==> src/rtl/swd_pkg.sv <==
// package: constants, field layout, register map and states of the one-wire dimming receiver
package swd_pkg;

  // ==========================================================================
  // clock and timing
  localparam int CLK_MHZ          = 50;
  localparam int START_TIME_NS    = 3500;  // least high time before a byte
  localparam int EOS_TIME_NS      = 3500;  // least low time closing a byte
  localparam int ACK_DELAY_NS     = 3500;  // wait from last falling edge to pulldown
  localparam int ACK_PULSE_US     = 900;   // longest pulldown time
  // least times round up, longest time rounds down
  localparam int START_CYC_I      = (START_TIME_NS * CLK_MHZ + 999) / 1000;
  localparam int EOS_CYC_I        = (EOS_TIME_NS * CLK_MHZ + 999) / 1000;
  localparam int ACK_DELAY_CYC_I  = (ACK_DELAY_NS * CLK_MHZ + 999) / 1000;
  localparam int ACK_PULSE_CYC    = ACK_PULSE_US * CLK_MHZ;

  // ==========================================================================
  // duration counters
  localparam int             CNT_W         = 8;
  localparam logic [CNT_W-1:0] CNT_MAX     = 8'hFF;
  localparam logic [CNT_W-1:0] START_CYC   = CNT_W'(START_CYC_I);
  localparam logic [CNT_W-1:0] EOS_CYC     = CNT_W'(EOS_CYC_I);
  localparam logic [CNT_W-1:0] ACK_DLY_CYC = CNT_W'(ACK_DELAY_CYC_I);
  localparam int             ACK_CNT_W     = 16;

  // ==========================================================================
  // frame layout
  localparam logic [7:0] DEV_ADDR      = 8'h72;
  localparam logic [3:0] BITS_PER_BYTE = 4'h8;
  localparam int         ACK_REQ_BIT   = 7;
  localparam int         REG_SEL_HI    = 6;
  localparam int         REG_SEL_LO    = 5;
  localparam int         BRIGHT_W      = 5;

  // ==========================================================================
  // software register map
  localparam logic [7:0] REG_CTRL      = 8'h00;
  localparam logic [7:0] REG_STATUS    = 8'h04;
  localparam logic [7:0] REG_LAST      = 8'h08;
  localparam int         CTRL_ACK_EN   = 0;
  localparam logic       CTRL_ACK_RST  = 1'b1;
  localparam int         ST_OK_BIT     = 8;
  localparam int         ST_ERR_BIT    = 9;
  localparam int         LAST_DATA_LSB = 8;

  // ==========================================================================
  // receiver states
  typedef enum logic [5:0] {
    ST_IDLE = 6'h01,
    ST_ADDR = 6'h02,
    ST_GAP  = 6'h04,
    ST_DATA = 6'h08,
    ST_ACKW = 6'h10,
    ST_ACK  = 6'h20
  } swd_state_e;

endpackage : swd_pkg

==> src/rtl/swd_bit_meter.sv <==
// module: measures low and high time between falling edges and decodes the bit
`timescale 1ns/100ps
module swd_bit_meter (
  input  wire logic                      clk,
  input  wire logic                      reset,
  input  wire logic                      line,
  input  wire logic                      fall,
  output logic [swd_pkg::CNT_W-1:0]      low_cnt,
  output logic [swd_pkg::CNT_W-1:0]      high_cnt,
  output logic                           bit_one,
  output logic                           bit_bad
);

  logic [swd_pkg::CNT_W-1:0] low_q;
  logic [swd_pkg::CNT_W-1:0] low_d;
  logic [swd_pkg::CNT_W-1:0] high_q;
  logic [swd_pkg::CNT_W-1:0] high_d;
  logic [swd_pkg::CNT_W-1:0] high_eff;
  logic                      bit_zero;

  // ==========================================================================
  // saturating increment
  function automatic logic [swd_pkg::CNT_W-1:0] sat_inc(input logic [swd_pkg::CNT_W-1:0] v);
    if (v == swd_pkg::CNT_MAX)
      sat_inc = v;
    else
      sat_inc = v + 1'b1;
  endfunction : sat_inc

  // window opens at a falling edge: both durations restart
  always_comb
  begin
    low_d  = low_q;
    high_d = high_q;
    if (fall)
    begin
      low_d  = '0; // RULE6
      high_d = '0; // RULE6
    end
    else if (!line)
      low_d = sat_inc(low_q);
    else
      high_d = sat_inc(high_q);
  end

  // duration registers
  always_ff @(posedge clk or posedge reset)
  begin
    if (reset)
    begin
      low_q  <= '0;
      high_q <= '0;
    end
    else
    begin
      low_q  <= low_d;
      high_q <= high_d;
    end
  end

  // ratio decision, read by the caller on the closing falling edge;
  // that edge's own cycle is still high but not yet in the count, so add it
  // here, otherwise an exact two-to-one bit would decode as bad
  assign high_eff = sat_inc(high_q); // RULE5
  assign bit_one  = ({1'b0, high_eff} >= {low_q, 1'b0}) && (low_q != '0); // RULE5
  assign bit_zero = ({1'b0, low_q} >= {high_eff, 1'b0}); // RULE5
  assign bit_bad  = !bit_one && !bit_zero; // RULE15
  assign low_cnt  = low_q;
  assign high_cnt = high_q;
endmodule : swd_bit_meter

==> src/rtl/swd_receiver.sv <==
// module: one-wire dimming receiver with open-drain acknowledge and register port
//
// How it works
// (RULE1) bytes arrive most significant bit first; receiver shifts left.
// (RULE2) host holds wire high at least 3.5 us before each byte.
// (RULE3) if wire already high, address byte starts at next falling edge.
// (RULE4) host closes each byte with at least 3.5 us low.
// (RULE5) one when high at least twice low; zero when low twice high.
// (RULE6) each bit window runs from one falling edge to the next.
// (RULE7) acknowledge only if requested, address matches and both bytes clean.
// (RULE8) acknowledge starts 3.5 us after last falling edge, lasts at most 900 us.
// (RULE9) host keeps wire low during the delay, then releases it.
// (RULE10) host takes a low during the acknowledge as confirmation.
// (RULE11) host starts no new transfer before the acknowledge ends.
// (RULE12) host requests acknowledge only with an open-drain driver.
// (RULE13) first byte compared in full against the fixed address 72 hex.
// (RULE14) data byte: bit 7 ack request, bits 6-5 select, 4-0 brightness.
// (RULE15) brightness updates only on clean matched frame with zero select bits.
//
// Local design decisions: the strobed register port and the placing of the registers.
`timescale 1ns/100ps
module swd_receiver #(
  parameter int ACK_PULSE_CYC = swd_pkg::ACK_PULSE_CYC
) (
  input  wire logic                          CLK,
  input  wire logic                          RESET,
  input  wire logic                          CTRL_IN,
  output logic                               CTRL_OUT,
  output logic                               CTRL_OE,
  input  wire logic [7:0]                    ADDR,
  input  wire logic [31:0]                   WDATA,
  input  wire logic                          WR,
  input  wire logic                          RD,
  output logic [31:0]                        RDATA,
  output logic [swd_pkg::BRIGHT_W-1:0]       BRIGHTNESS
);

  localparam logic [swd_pkg::ACK_CNT_W-1:0] ACK_LAST = swd_pkg::ACK_CNT_W'(ACK_PULSE_CYC - 1);

  // ==========================================================================
  // declarations
  logic                              sync1_q;
  logic                              sync2_q;
  logic                              sync3_q;
  logic                              lvl_q;
  logic                              lvl_d;
  logic                              fall;
  logic [swd_pkg::CNT_W-1:0]         low_cnt;
  logic [swd_pkg::CNT_W-1:0]         high_cnt;
  logic                              bit_one;
  logic                              bit_bad;
  swd_pkg::swd_state_e               state_q;
  swd_pkg::swd_state_e               state_d;
  logic [7:0]                        shift_q;
  logic [7:0]                        shift_d;
  logic [3:0]                        bits_q;
  logic [3:0]                        bits_d;
  logic                              err_q;
  logic                              err_d;
  logic [7:0]                        addr_q;
  logic [7:0]                        addr_d;
  logic [7:0]                        data_q;
  logic [7:0]                        data_d;
  logic [swd_pkg::BRIGHT_W-1:0]      bright_q;
  logic [swd_pkg::BRIGHT_W-1:0]      bright_d;
  logic [swd_pkg::ACK_CNT_W-1:0]     ack_cnt_q;
  logic [swd_pkg::ACK_CNT_W-1:0]     ack_cnt_d;
  logic                              oe_q;
  logic                              oe_d;
  logic                              ok_evt;
  logic                              err_evt;
  logic                              byte_ok;
  logic                              addr_hit;
  logic                              ack_en_q;
  logic                              ack_en_d;
  logic                              ok_flag_q;
  logic                              ok_flag_d;
  logic                              err_flag_q;
  logic                              err_flag_d;
  logic [31:0]                       rdata_q;
  logic [31:0]                       rdata_d;

  // ==========================================================================
  // pin input: three flops, a change counts once the last two agree
  always_comb
  begin
    lvl_d = lvl_q;
    if (sync2_q == sync3_q)
      lvl_d = sync3_q;
  end

  always_ff @(posedge CLK or posedge RESET)
  begin
    if (RESET)
    begin
      sync1_q <= 1'b1;
      sync2_q <= 1'b1;
      sync3_q <= 1'b1;
      lvl_q   <= 1'b1;
    end
    else
    begin
      sync1_q <= CTRL_IN;
      sync2_q <= sync1_q;
      sync3_q <= sync2_q;
      lvl_q   <= lvl_d;
    end
  end

  assign fall = lvl_q && !lvl_d;

  // ==========================================================================
  // bit timing
  swd_bit_meter u_meter (
    .clk      (CLK),
    .reset    (RESET),
    .line     (lvl_q),
    .fall     (fall),
    .low_cnt  (low_cnt),
    .high_cnt (high_cnt),
    .bit_one  (bit_one),
    .bit_bad  (bit_bad)
  );

  // ==========================================================================
  // frame receiver: next state
  assign byte_ok  = (bits_q == swd_pkg::BITS_PER_BYTE) && !err_q;
  assign addr_hit = (addr_q == swd_pkg::DEV_ADDR); // RULE13

  always_comb
  begin
    state_d   = state_q;
    shift_d   = shift_q;
    bits_d    = bits_q;
    err_d     = err_q;
    addr_d    = addr_q;
    data_d    = data_q;
    bright_d  = bright_q;
    ack_cnt_d = '0;
    ok_evt    = 1'b0;
    err_evt   = 1'b0;
    case (state_q)
      swd_pkg::ST_IDLE:
      begin
        // line was high, so this edge opens the address byte
        if (fall)
        begin
          state_d = swd_pkg::ST_ADDR; // RULE3
          bits_d  = '0;
          err_d   = 1'b0;
        end
      end
      swd_pkg::ST_ADDR, swd_pkg::ST_DATA:
      begin
        if (fall)
        begin
          if (bits_q == swd_pkg::BITS_PER_BYTE)
            err_d = 1'b1; // ninth bit spoils the byte
          else
          begin
            shift_d = {shift_q[6:0], bit_one}; // RULE1
            bits_d  = bits_q + 1'b1; // RULE6
            if (bit_bad)
              err_d = 1'b1; // RULE15
          end
        end
        else if (!lvl_q && low_cnt >= swd_pkg::EOS_CYC)
        begin
          if (!byte_ok)
          begin
            err_evt = 1'b1;
            state_d = swd_pkg::ST_IDLE;
          end
          else if (state_q == swd_pkg::ST_ADDR)
          begin
            addr_d  = shift_q;
            state_d = swd_pkg::ST_GAP;
          end
          else
          begin
            data_d  = shift_q;
            state_d = swd_pkg::ST_IDLE;
            if (addr_hit && !shift_q[swd_pkg::REG_SEL_HI] && !shift_q[swd_pkg::REG_SEL_LO])
            begin
              bright_d = shift_q[swd_pkg::BRIGHT_W-1:0]; // RULE14 RULE15
              ok_evt   = 1'b1;
            end
            if (addr_hit && shift_q[swd_pkg::ACK_REQ_BIT] && ack_en_q)
              state_d = swd_pkg::ST_ACKW; // RULE7
          end
        end
        else if (lvl_q && high_cnt >= swd_pkg::START_CYC)
        begin
          err_evt = 1'b1; // long high inside a byte
          state_d = swd_pkg::ST_IDLE;
        end
      end
      swd_pkg::ST_GAP:
      begin
        // data byte needs a full start interval before its first edge
        if (fall)
        begin
          bits_d = '0;
          if (high_cnt >= swd_pkg::START_CYC)
            state_d = swd_pkg::ST_DATA;
          else
          begin
            err_evt = 1'b1;
            state_d = swd_pkg::ST_IDLE;
          end
        end
      end
      swd_pkg::ST_ACKW:
      begin
        if (lvl_q)
          state_d = swd_pkg::ST_IDLE; // host let go too early
        else if (low_cnt >= swd_pkg::ACK_DLY_CYC)
          state_d = swd_pkg::ST_ACK; // RULE8
      end
      swd_pkg::ST_ACK:
      begin
        ack_cnt_d = ack_cnt_q + 1'b1;
        if (ack_cnt_q == ACK_LAST)
          state_d = swd_pkg::ST_IDLE; // RULE8
      end
      default:
        state_d = swd_pkg::ST_IDLE;
    endcase
    oe_d = (state_d == swd_pkg::ST_ACK); // RULE7
  end

  // frame receiver: registers
  always_ff @(posedge CLK or posedge RESET)
  begin
    if (RESET)
    begin
      state_q   <= swd_pkg::ST_IDLE;
      shift_q   <= '0;
      bits_q    <= '0;
      err_q     <= 1'b0;
      addr_q    <= '0;
      data_q    <= '0;
      bright_q  <= '0;
      ack_cnt_q <= '0;
      oe_q      <= 1'b0;
    end
    else
    begin
      state_q   <= state_d;
      shift_q   <= shift_d;
      bits_q    <= bits_d;
      err_q     <= err_d;
      addr_q    <= addr_d;
      data_q    <= data_d;
      bright_q  <= bright_d;
      ack_cnt_q <= ack_cnt_d;
      oe_q      <= oe_d;
    end
  end

  // open-drain pin: only ever pulls low
  assign CTRL_OUT   = 1'b0;
  assign CTRL_OE    = oe_q;
  assign BRIGHTNESS = bright_q;

  // ==========================================================================
  // register port: control, sticky status (write one clears, set wins), last frame
  always_comb
  begin
    ack_en_d   = ack_en_q;
    ok_flag_d  = ok_flag_q;
    err_flag_d = err_flag_q;
    rdata_d    = '0;
    if (WR && ADDR == swd_pkg::REG_CTRL)
      ack_en_d = WDATA[swd_pkg::CTRL_ACK_EN];
    if (WR && ADDR == swd_pkg::REG_STATUS)
    begin
      ok_flag_d  = ok_flag_q && !WDATA[swd_pkg::ST_OK_BIT];
      err_flag_d = err_flag_q && !WDATA[swd_pkg::ST_ERR_BIT];
    end
    ok_flag_d  = ok_flag_d || ok_evt;
    err_flag_d = err_flag_d || err_evt;
    if (RD)
    begin
      if (ADDR == swd_pkg::REG_CTRL)
        rdata_d[swd_pkg::CTRL_ACK_EN] = ack_en_q;
      else if (ADDR == swd_pkg::REG_STATUS)
      begin
        rdata_d[swd_pkg::BRIGHT_W-1:0] = bright_q;
        rdata_d[swd_pkg::ST_OK_BIT]    = ok_flag_q;
        rdata_d[swd_pkg::ST_ERR_BIT]   = err_flag_q;
      end
      else if (ADDR == swd_pkg::REG_LAST)
      begin
        rdata_d[7:0] = addr_q;
        rdata_d[swd_pkg::LAST_DATA_LSB +: 8] = data_q;
      end
    end
  end

  always_ff @(posedge CLK or posedge RESET)
  begin
    if (RESET)
    begin
      ack_en_q   <= swd_pkg::CTRL_ACK_RST;
      ok_flag_q  <= 1'b0;
      err_flag_q <= 1'b0;
      rdata_q    <= '0;
    end
    else
    begin
      ack_en_q   <= ack_en_d;
      ok_flag_q  <= ok_flag_d;
      err_flag_q <= err_flag_d;
      rdata_q    <= rdata_d;
    end
  end

  assign RDATA = rdata_q;
endmodule : swd_receiver
==> config.mk <==
export PLATFORM = sky130hd
export DESIGN_NAME = swd_receiver
export DESIGN_NICKNAME = d
export VERILOG_FILES = /design/src/rtl/swd_pkg.sv /design/src/rtl/swd_bit_meter.sv /design/src/rtl/swd_receiver.sv
export SDC_FILE = /design/constraint.sdc
export NUM_CORES = 1
export LEC_CHECK = 0
export ABC_AREA = 1
export ABC_CLOCK_PERIOD_IN_PS = 3440
export BUFFER_PORTS_ARGS = -buffer_cell sky130_fd_sc_hd__buf_2
export CORE_UTILIZATION = 55
export CTS_CLUSTER_SIZE = 28
export DETAILED_ROUTE_END_ITERATION = 10
export PLACE_DENSITY = 0.78
export SETUP_SLACK_MARGIN = 0.1
export SLEW_MARGIN = 10
export SYNTH_ARGS = -nofsm -noshare
export SYNTH_HDL_FRONTEND = slang
export SYNTH_HIERARCHICAL = 1
export SYNTH_SLANG_ARGS = --single-unit
==> constraint.sdc <==
create_clock -name CLK -period 3.44 [get_ports CLK]
set_clock_uncertainty 0.15 [all_clocks]
set_input_delay 0.688 -clock CLK [delete_from_list [all_inputs] [get_ports CLK]]
set_output_delay 0.688 -clock CLK [all_outputs]
set_load 0.01 [all_outputs]
# Word-level counts from Yosys, hierarchy flattened
# Cells that the tools add are included.
# word_totals
reg_bits,96
output_inout_bits,39
wordCells,144
# classes
n_addsub,4
n_lt_le_gt_ge,4
eq_ne,22
n_mux,53
bitwise,3
n_reduce_logical,39
# op_table
cell,n
$mux W6,9
$mux W16,3
$mux W8,6
$pmux W6 S5,1
$mux W1,20
$mux W5,4
$ge A8 B9 Y1,2
$add A16 B1 Y16 const B,1
$add A8 B1 Y8 const B,2
$eq A16 B16 Y1 const B,1
$eq A8 B8 Y1 const B,2
$ge A8 B8 Y1 const B,2
$mux W4,4
$mux W15,1
$logic_and A1 B1 Y1,14
$eq A6 B6 Y1 const B,2
$reduce_and A5 Y1,2
$logic_not A1 Y1,9
$eq A8 B3 Y1 const B,1
$eq A8 B4 Y1 const B,1
$eq A8 B7 Y1 const B,1
$logic_not A8 Y1,1
$ne A2 B2 Y1 const B,4
$pmux W4 S2,1
other kinds (22),31

# Longest topological paths before layout
# depth
word_depth,10
mapped_depth,22
ltp_nobuf,22

# By module
# The synthesis kept the hierarchy.
# modules_own_cells
module,n_inst,cells_each,area_each_um2
swd_receiver,1,481,4066.4
swd_bit_meter,1,182,1342.5

# Least setup slack after synthesis
# Ideal clock, no wire load.
# synth_timing
path_kind,register to register
startpoint,register u_meter.high_q (netlist bit u_meter/high_cnt[0])
endpoint,register err_q
setup_ns,0.116
t_arrival_ns,2.456
path_slack_ns,0.718
path_stages_with_launch,22
period_less_slack_ns,2.722
path_cell_list,dfrtp_1 ha_1 nand2_2 nor2_4 nand2_1 clkinv_1 o21ai_0 o21ai_1 inv_2 ha_1 nand3_1 nor3_1 nand3_1 nand2_1 nand2_2 nand2_1 nor2_1 or2_2 nand2_1 nand2_1 nand3_1 nand2_1
# synth_between
elab_chain_cells,8
# synth_lines
element,line,source
from (decl),swd_bit_meter.sv:16,logic [swd_pkg::CNT_W-1:0] high_q;
from (signal assigned),swd_bit_meter.sv:57,high_q <= high_d;
$add A8 B1 Y8 or $eq A8 B8 Y1 (tied branches),"swd_bit_meter.sv:27, swd_bit_meter.sv:24",
$mux W8 *,swd_bit_meter.sv:24,if (v == swd_pkg::CNT_MAX)
$ge A8 B9 Y1,swd_bit_meter.sv:65,"assign bit_one = ({1'b0, high_eff} >= {low_q, 1'b0}) && (low_q != '0);"
$logic_and A1 B1 Y1,swd_bit_meter.sv:65,
$logic_not A1 Y1,swd_bit_meter.sv:67,assign bit_bad = !bit_one && !bit_zero;
$logic_and A1 B1 Y1 *,swd_bit_meter.sv:67,
net bit_bad,swd_receiver.sv:51,logic bit_bad;
$ne A3 B3 Y1 (no source line) *,-,
$reduce_and A4 Y1 (no source line) *,-,
to (signal assigned),swd_receiver.sv:252,err_q <= err_d;
to (decl),swd_receiver.sv:58,logic err_q;
# Mark *: on every way through the listed nets, which the timed path passes. The rest lies on a longest branch.
# A chain may end at the register's enable or synchronous reset.

# Final worst setup path
# Same ends and word-level chain as after synthesis.

==> results by group <==
Setup path
  – Critical Path Start: u_meter/high_cnt[0]$_DFFE_PP0P_
  – Critical R2R Launch: u_meter/high_cnt[0]$_DFFE_PP0P_
  – CP arrival: 3.35 ns
  – CP Max Fanout: 6
  – Worst EP required: 3.55 ns
  – Startpoint Class: flop
  – CP Capture Type: flop
  – Setup CP Type: reg -> reg

Cells and area
  – Share of cells above drive strength 1: 18.6%
  – Area growth syn-to-layout: 7.80%
  – Register area: 2410 sq um
  – # diodes: 0
  – Final nets: 767
  – Multi-input logic area: 2520 sq um
  – Most common cell after layout, fill and taps aside: nand2_1
  – Commonest cells after routing, fill and taps aside: 156 x nand2_1, 90 x dfrtp_1, 80 x inv_1
  – Fill cell count: 808

Worst hold path
  – Worst Hold Launch: sync1_q$_DFF_PP1_
  – Min-delay worst type: reg -> reg

Power and ir drop
  – Max rail drop VDD: 0.000331 V
  – PnR Total Power: 2740 uW
  – PwrDens: 469 nW/um^2
  – Leakage: 0.00296 uW

Logic synthesis
  – Ys Warns: 6
  – Ys async rst share: 100%
  – Synth area leaders: dfrtp_1 42%, nand2_1 11%, inv_1 5.6%
  – Share of the synthesized area in the top cell type: 41.6%
  – Number of distinct library cells after synthesis: 43
  – Yosys reg bits: 96
  – EDFF count, synth: 0
  – Sequential share of the synthesized area: 44.6%
  – Avg Cell Area, Syn: 8.16 sq um
  – Cell Area, Synth: 5410 sq um
  – Synth area leader: dfrtp_1
  – Top_reg_cell synth: dfrtp_1
  – Synth Instances: 663

STA
  – Final hold viol count: 0
  – Part of the cycle the worst path needs: 94.3%
  – Worst-margin pin slew: 0.849 ns
  – Setup TNS: 0 ns
  – Max-slew headroom: 43.2%
  – RSZ-0062 raised after global routing: no
  – Period minus WS final: 3.24 ns
  – Maximum clock rate: 308 MHz
  – Max-slew violation count: 0
  – Final setup viols: 0

Route
  – Via/cell ratio: 5.26
  – Post-Route WL: 11.0 mm
  – Routed via count: 4406
  – DRC Markers: 0
  – Starting DRT DRC Count: 226
  – Remaining antenna violation count: 0
  – Drt first pass iters: 5
  – Routed length per instance: 13.2 microns

Clock tree
  – Post-CTS setup buffers: 0
  – Skew-Pair Late Insertion Delay: 0.37 ns
  – Worst-path clk slew: 0.10 ns
  – CTS tree: done
  – TritonCTS buffer count: 9
  – Clock Sinks: 96
  – Clock Root Buffer: clkbuf_8
  – Maximum clock path buffer count: 2
  – CTS resizes: 0
  – Htree depth: 3
  – CTS Hold Buffers Added: 0

Floorplanning
  – Initial Util: 57.7%
  – DIE HEIGHT: 101 microns
  – FP Rows: 35
  – IO Pins: 84
  – Die area: 10200 sq um
  – Core area: 9370 sq um
  – Die X: 101 microns

Global routing
  – Global route total overflow: 0
  – GRT Overall Usage: 22.8%
  – Largest net degree at the start of global routing: 66
  – Initial antenna violation count: 0
  – First-pass GRT wire length: 18.3 mm
  – Vias in the first global route: 4186

Run
  – Total of max-cap violations: 0

Placed design
  – HPWL Detailed: 8.01 mm
  – Gpl congestion: 0.932
  – Port Buffers: 37

Outcome
  – Outcome: completed
-- state kept, by name, indices dropped and copies added, names as in the netlist, 4 cells and up --
signal	cells
BRIGHTNESS	5
bits_q	4
RDATA	16
addr_q	8
shift_q	8
ack_cnt_q	16
data_q	8
u_meter/high_cnt	8
u_meter/low_cnt	8
state_q	6
-- cells in the mapped netlist (2+ instances only) --
library cell	number
nand2_1	156
dfrtp_1	90
inv_1	81
nor2_1	56
nand3_1	47
a21oi_1	26
o21ai_0	21
buf_4	18
ha_1	18
o21ai_2	17
nor3_1	15
o21ai_1	14
nand2_2	11
nand4_1	10
inv_2	8
nor2_4	8
dfstp_2	6
nand2_4	6
o22ai_1	6
xor2_1	6
nand3_2	4
nor2_2	4
a31oi_1	3
buf_6	3
or2_2	3
clkbuf_1	2
clkinv_1	2
nand4_2	2
nor2_8	2
nor3_2	2
nor4_1	2
o21bai_1	2
o31ai_1	2
-- metal layers --
| layer | part of all wire, % | GRT usage [%] | up-vias |
|---|---|---|---|
| li1 | - | - | 2178 |
| met1 | 45 | 27.9 | 2098 |
| met2 | 49 | 39.7 | 113 |
| met3 | 4.1 | 4.28 | 17 |
| met4 | 1.8 | 9.59 | 0 |
| met5 | 0 | 0 | - |
-- critical path: stages (launching register included) --
cell and delay (ns):
dfrtp_1 0.46, ha_1 0.22, nand2_2 0.09, nor2_4 0.21, nand2_1 0.09, clkinv_1 0.07, o21ai_0 0.08, o21ai_1 0.17
inv_2 0.07, ha_1 0.30, nand3_1 0.11, nor3_1 0.21, nand3_1 0.12, nand2_1 0.09, nand2_2 0.04, nand2_1 0.05
nor2_1 0.05, or2_2 0.29, nand2_1 0.07, nand2_1 0.07, nand3_1 0.09, nand2_1 0.06
-- final cells by class --
cell class	count	share of cell area (%)
clock buffers	9	2.12
multi-input cells	467	43.2
clock inverters	7	1.24
flip-flops and latches	96	41.3
inverters	92	6.01
well taps	129	2.77
repair buffers	38	3.30
-- worst paths after layout --
check | endpoint | cells past startpoint | slack, ns
min in group asynchronous | u_meter/high_cnt[6]$_DFFE_PP0P_ | 2 | 0.27
setup / recovery | err_q$_DFFE_PP0P_ | 21 | 0.20
hold / removal | sync2_q$_DFF_PP1_ | 0 | 0.21
setup reg to reg | err_q$_DFFE_PP0P_ | 21 | 0.20
max in group asynchronous | addr_q[1]$_DFFE_PP0P_ | 3 | 2.13
hold reg to reg | sync2_q$_DFF_PP1_ | 0 | 0.21
-- report_power, final --
part           internal (uW)  switching (uW)  total (uW)  leakage (uW)
combinational            258             468         727       0.00157
sequential              1200            81.5        1280       0.00130
clock                    284             443         727     0.0000966
total                   1740             993        2740       0.00296
-- kinds of logic after synthesis --
logic type / Yosys count / share of synthesized area, %
other cells: 1 / 0.0693
flops: 96 / 44.6
buf+inv: 116 / 9.97
fa+ha+maj: 18 / 4.16
xor+xnor: 7 / 1.13
compound gates: 94 / 10.5
simple gates: 331 / 29.6
-- stage by stage --
stage | std cells | hold slack (ns) | worst slack, ns | cell area (sq um) | util (%)
2_1_floorplan | 679 | 0.195 | 0.560 | 5470 | -
3_3_place_gp | 822 | 0.196 | 0.481 | 5630 | 60.1
3_5_place_dp | 822 | 0.202 | 0.281 | 5630 | 60.1
4_1_cts | 838 | 0.217 | 0.258 | 5830 | 62.2
5_1_grt | 838 | 0.222 | 0.111 | 5830 | 62.2
6_report | 838 | 0.214 | 0.197 | 5830 | 62.2
Note: power is estimated with default switching activity, not from simulation.
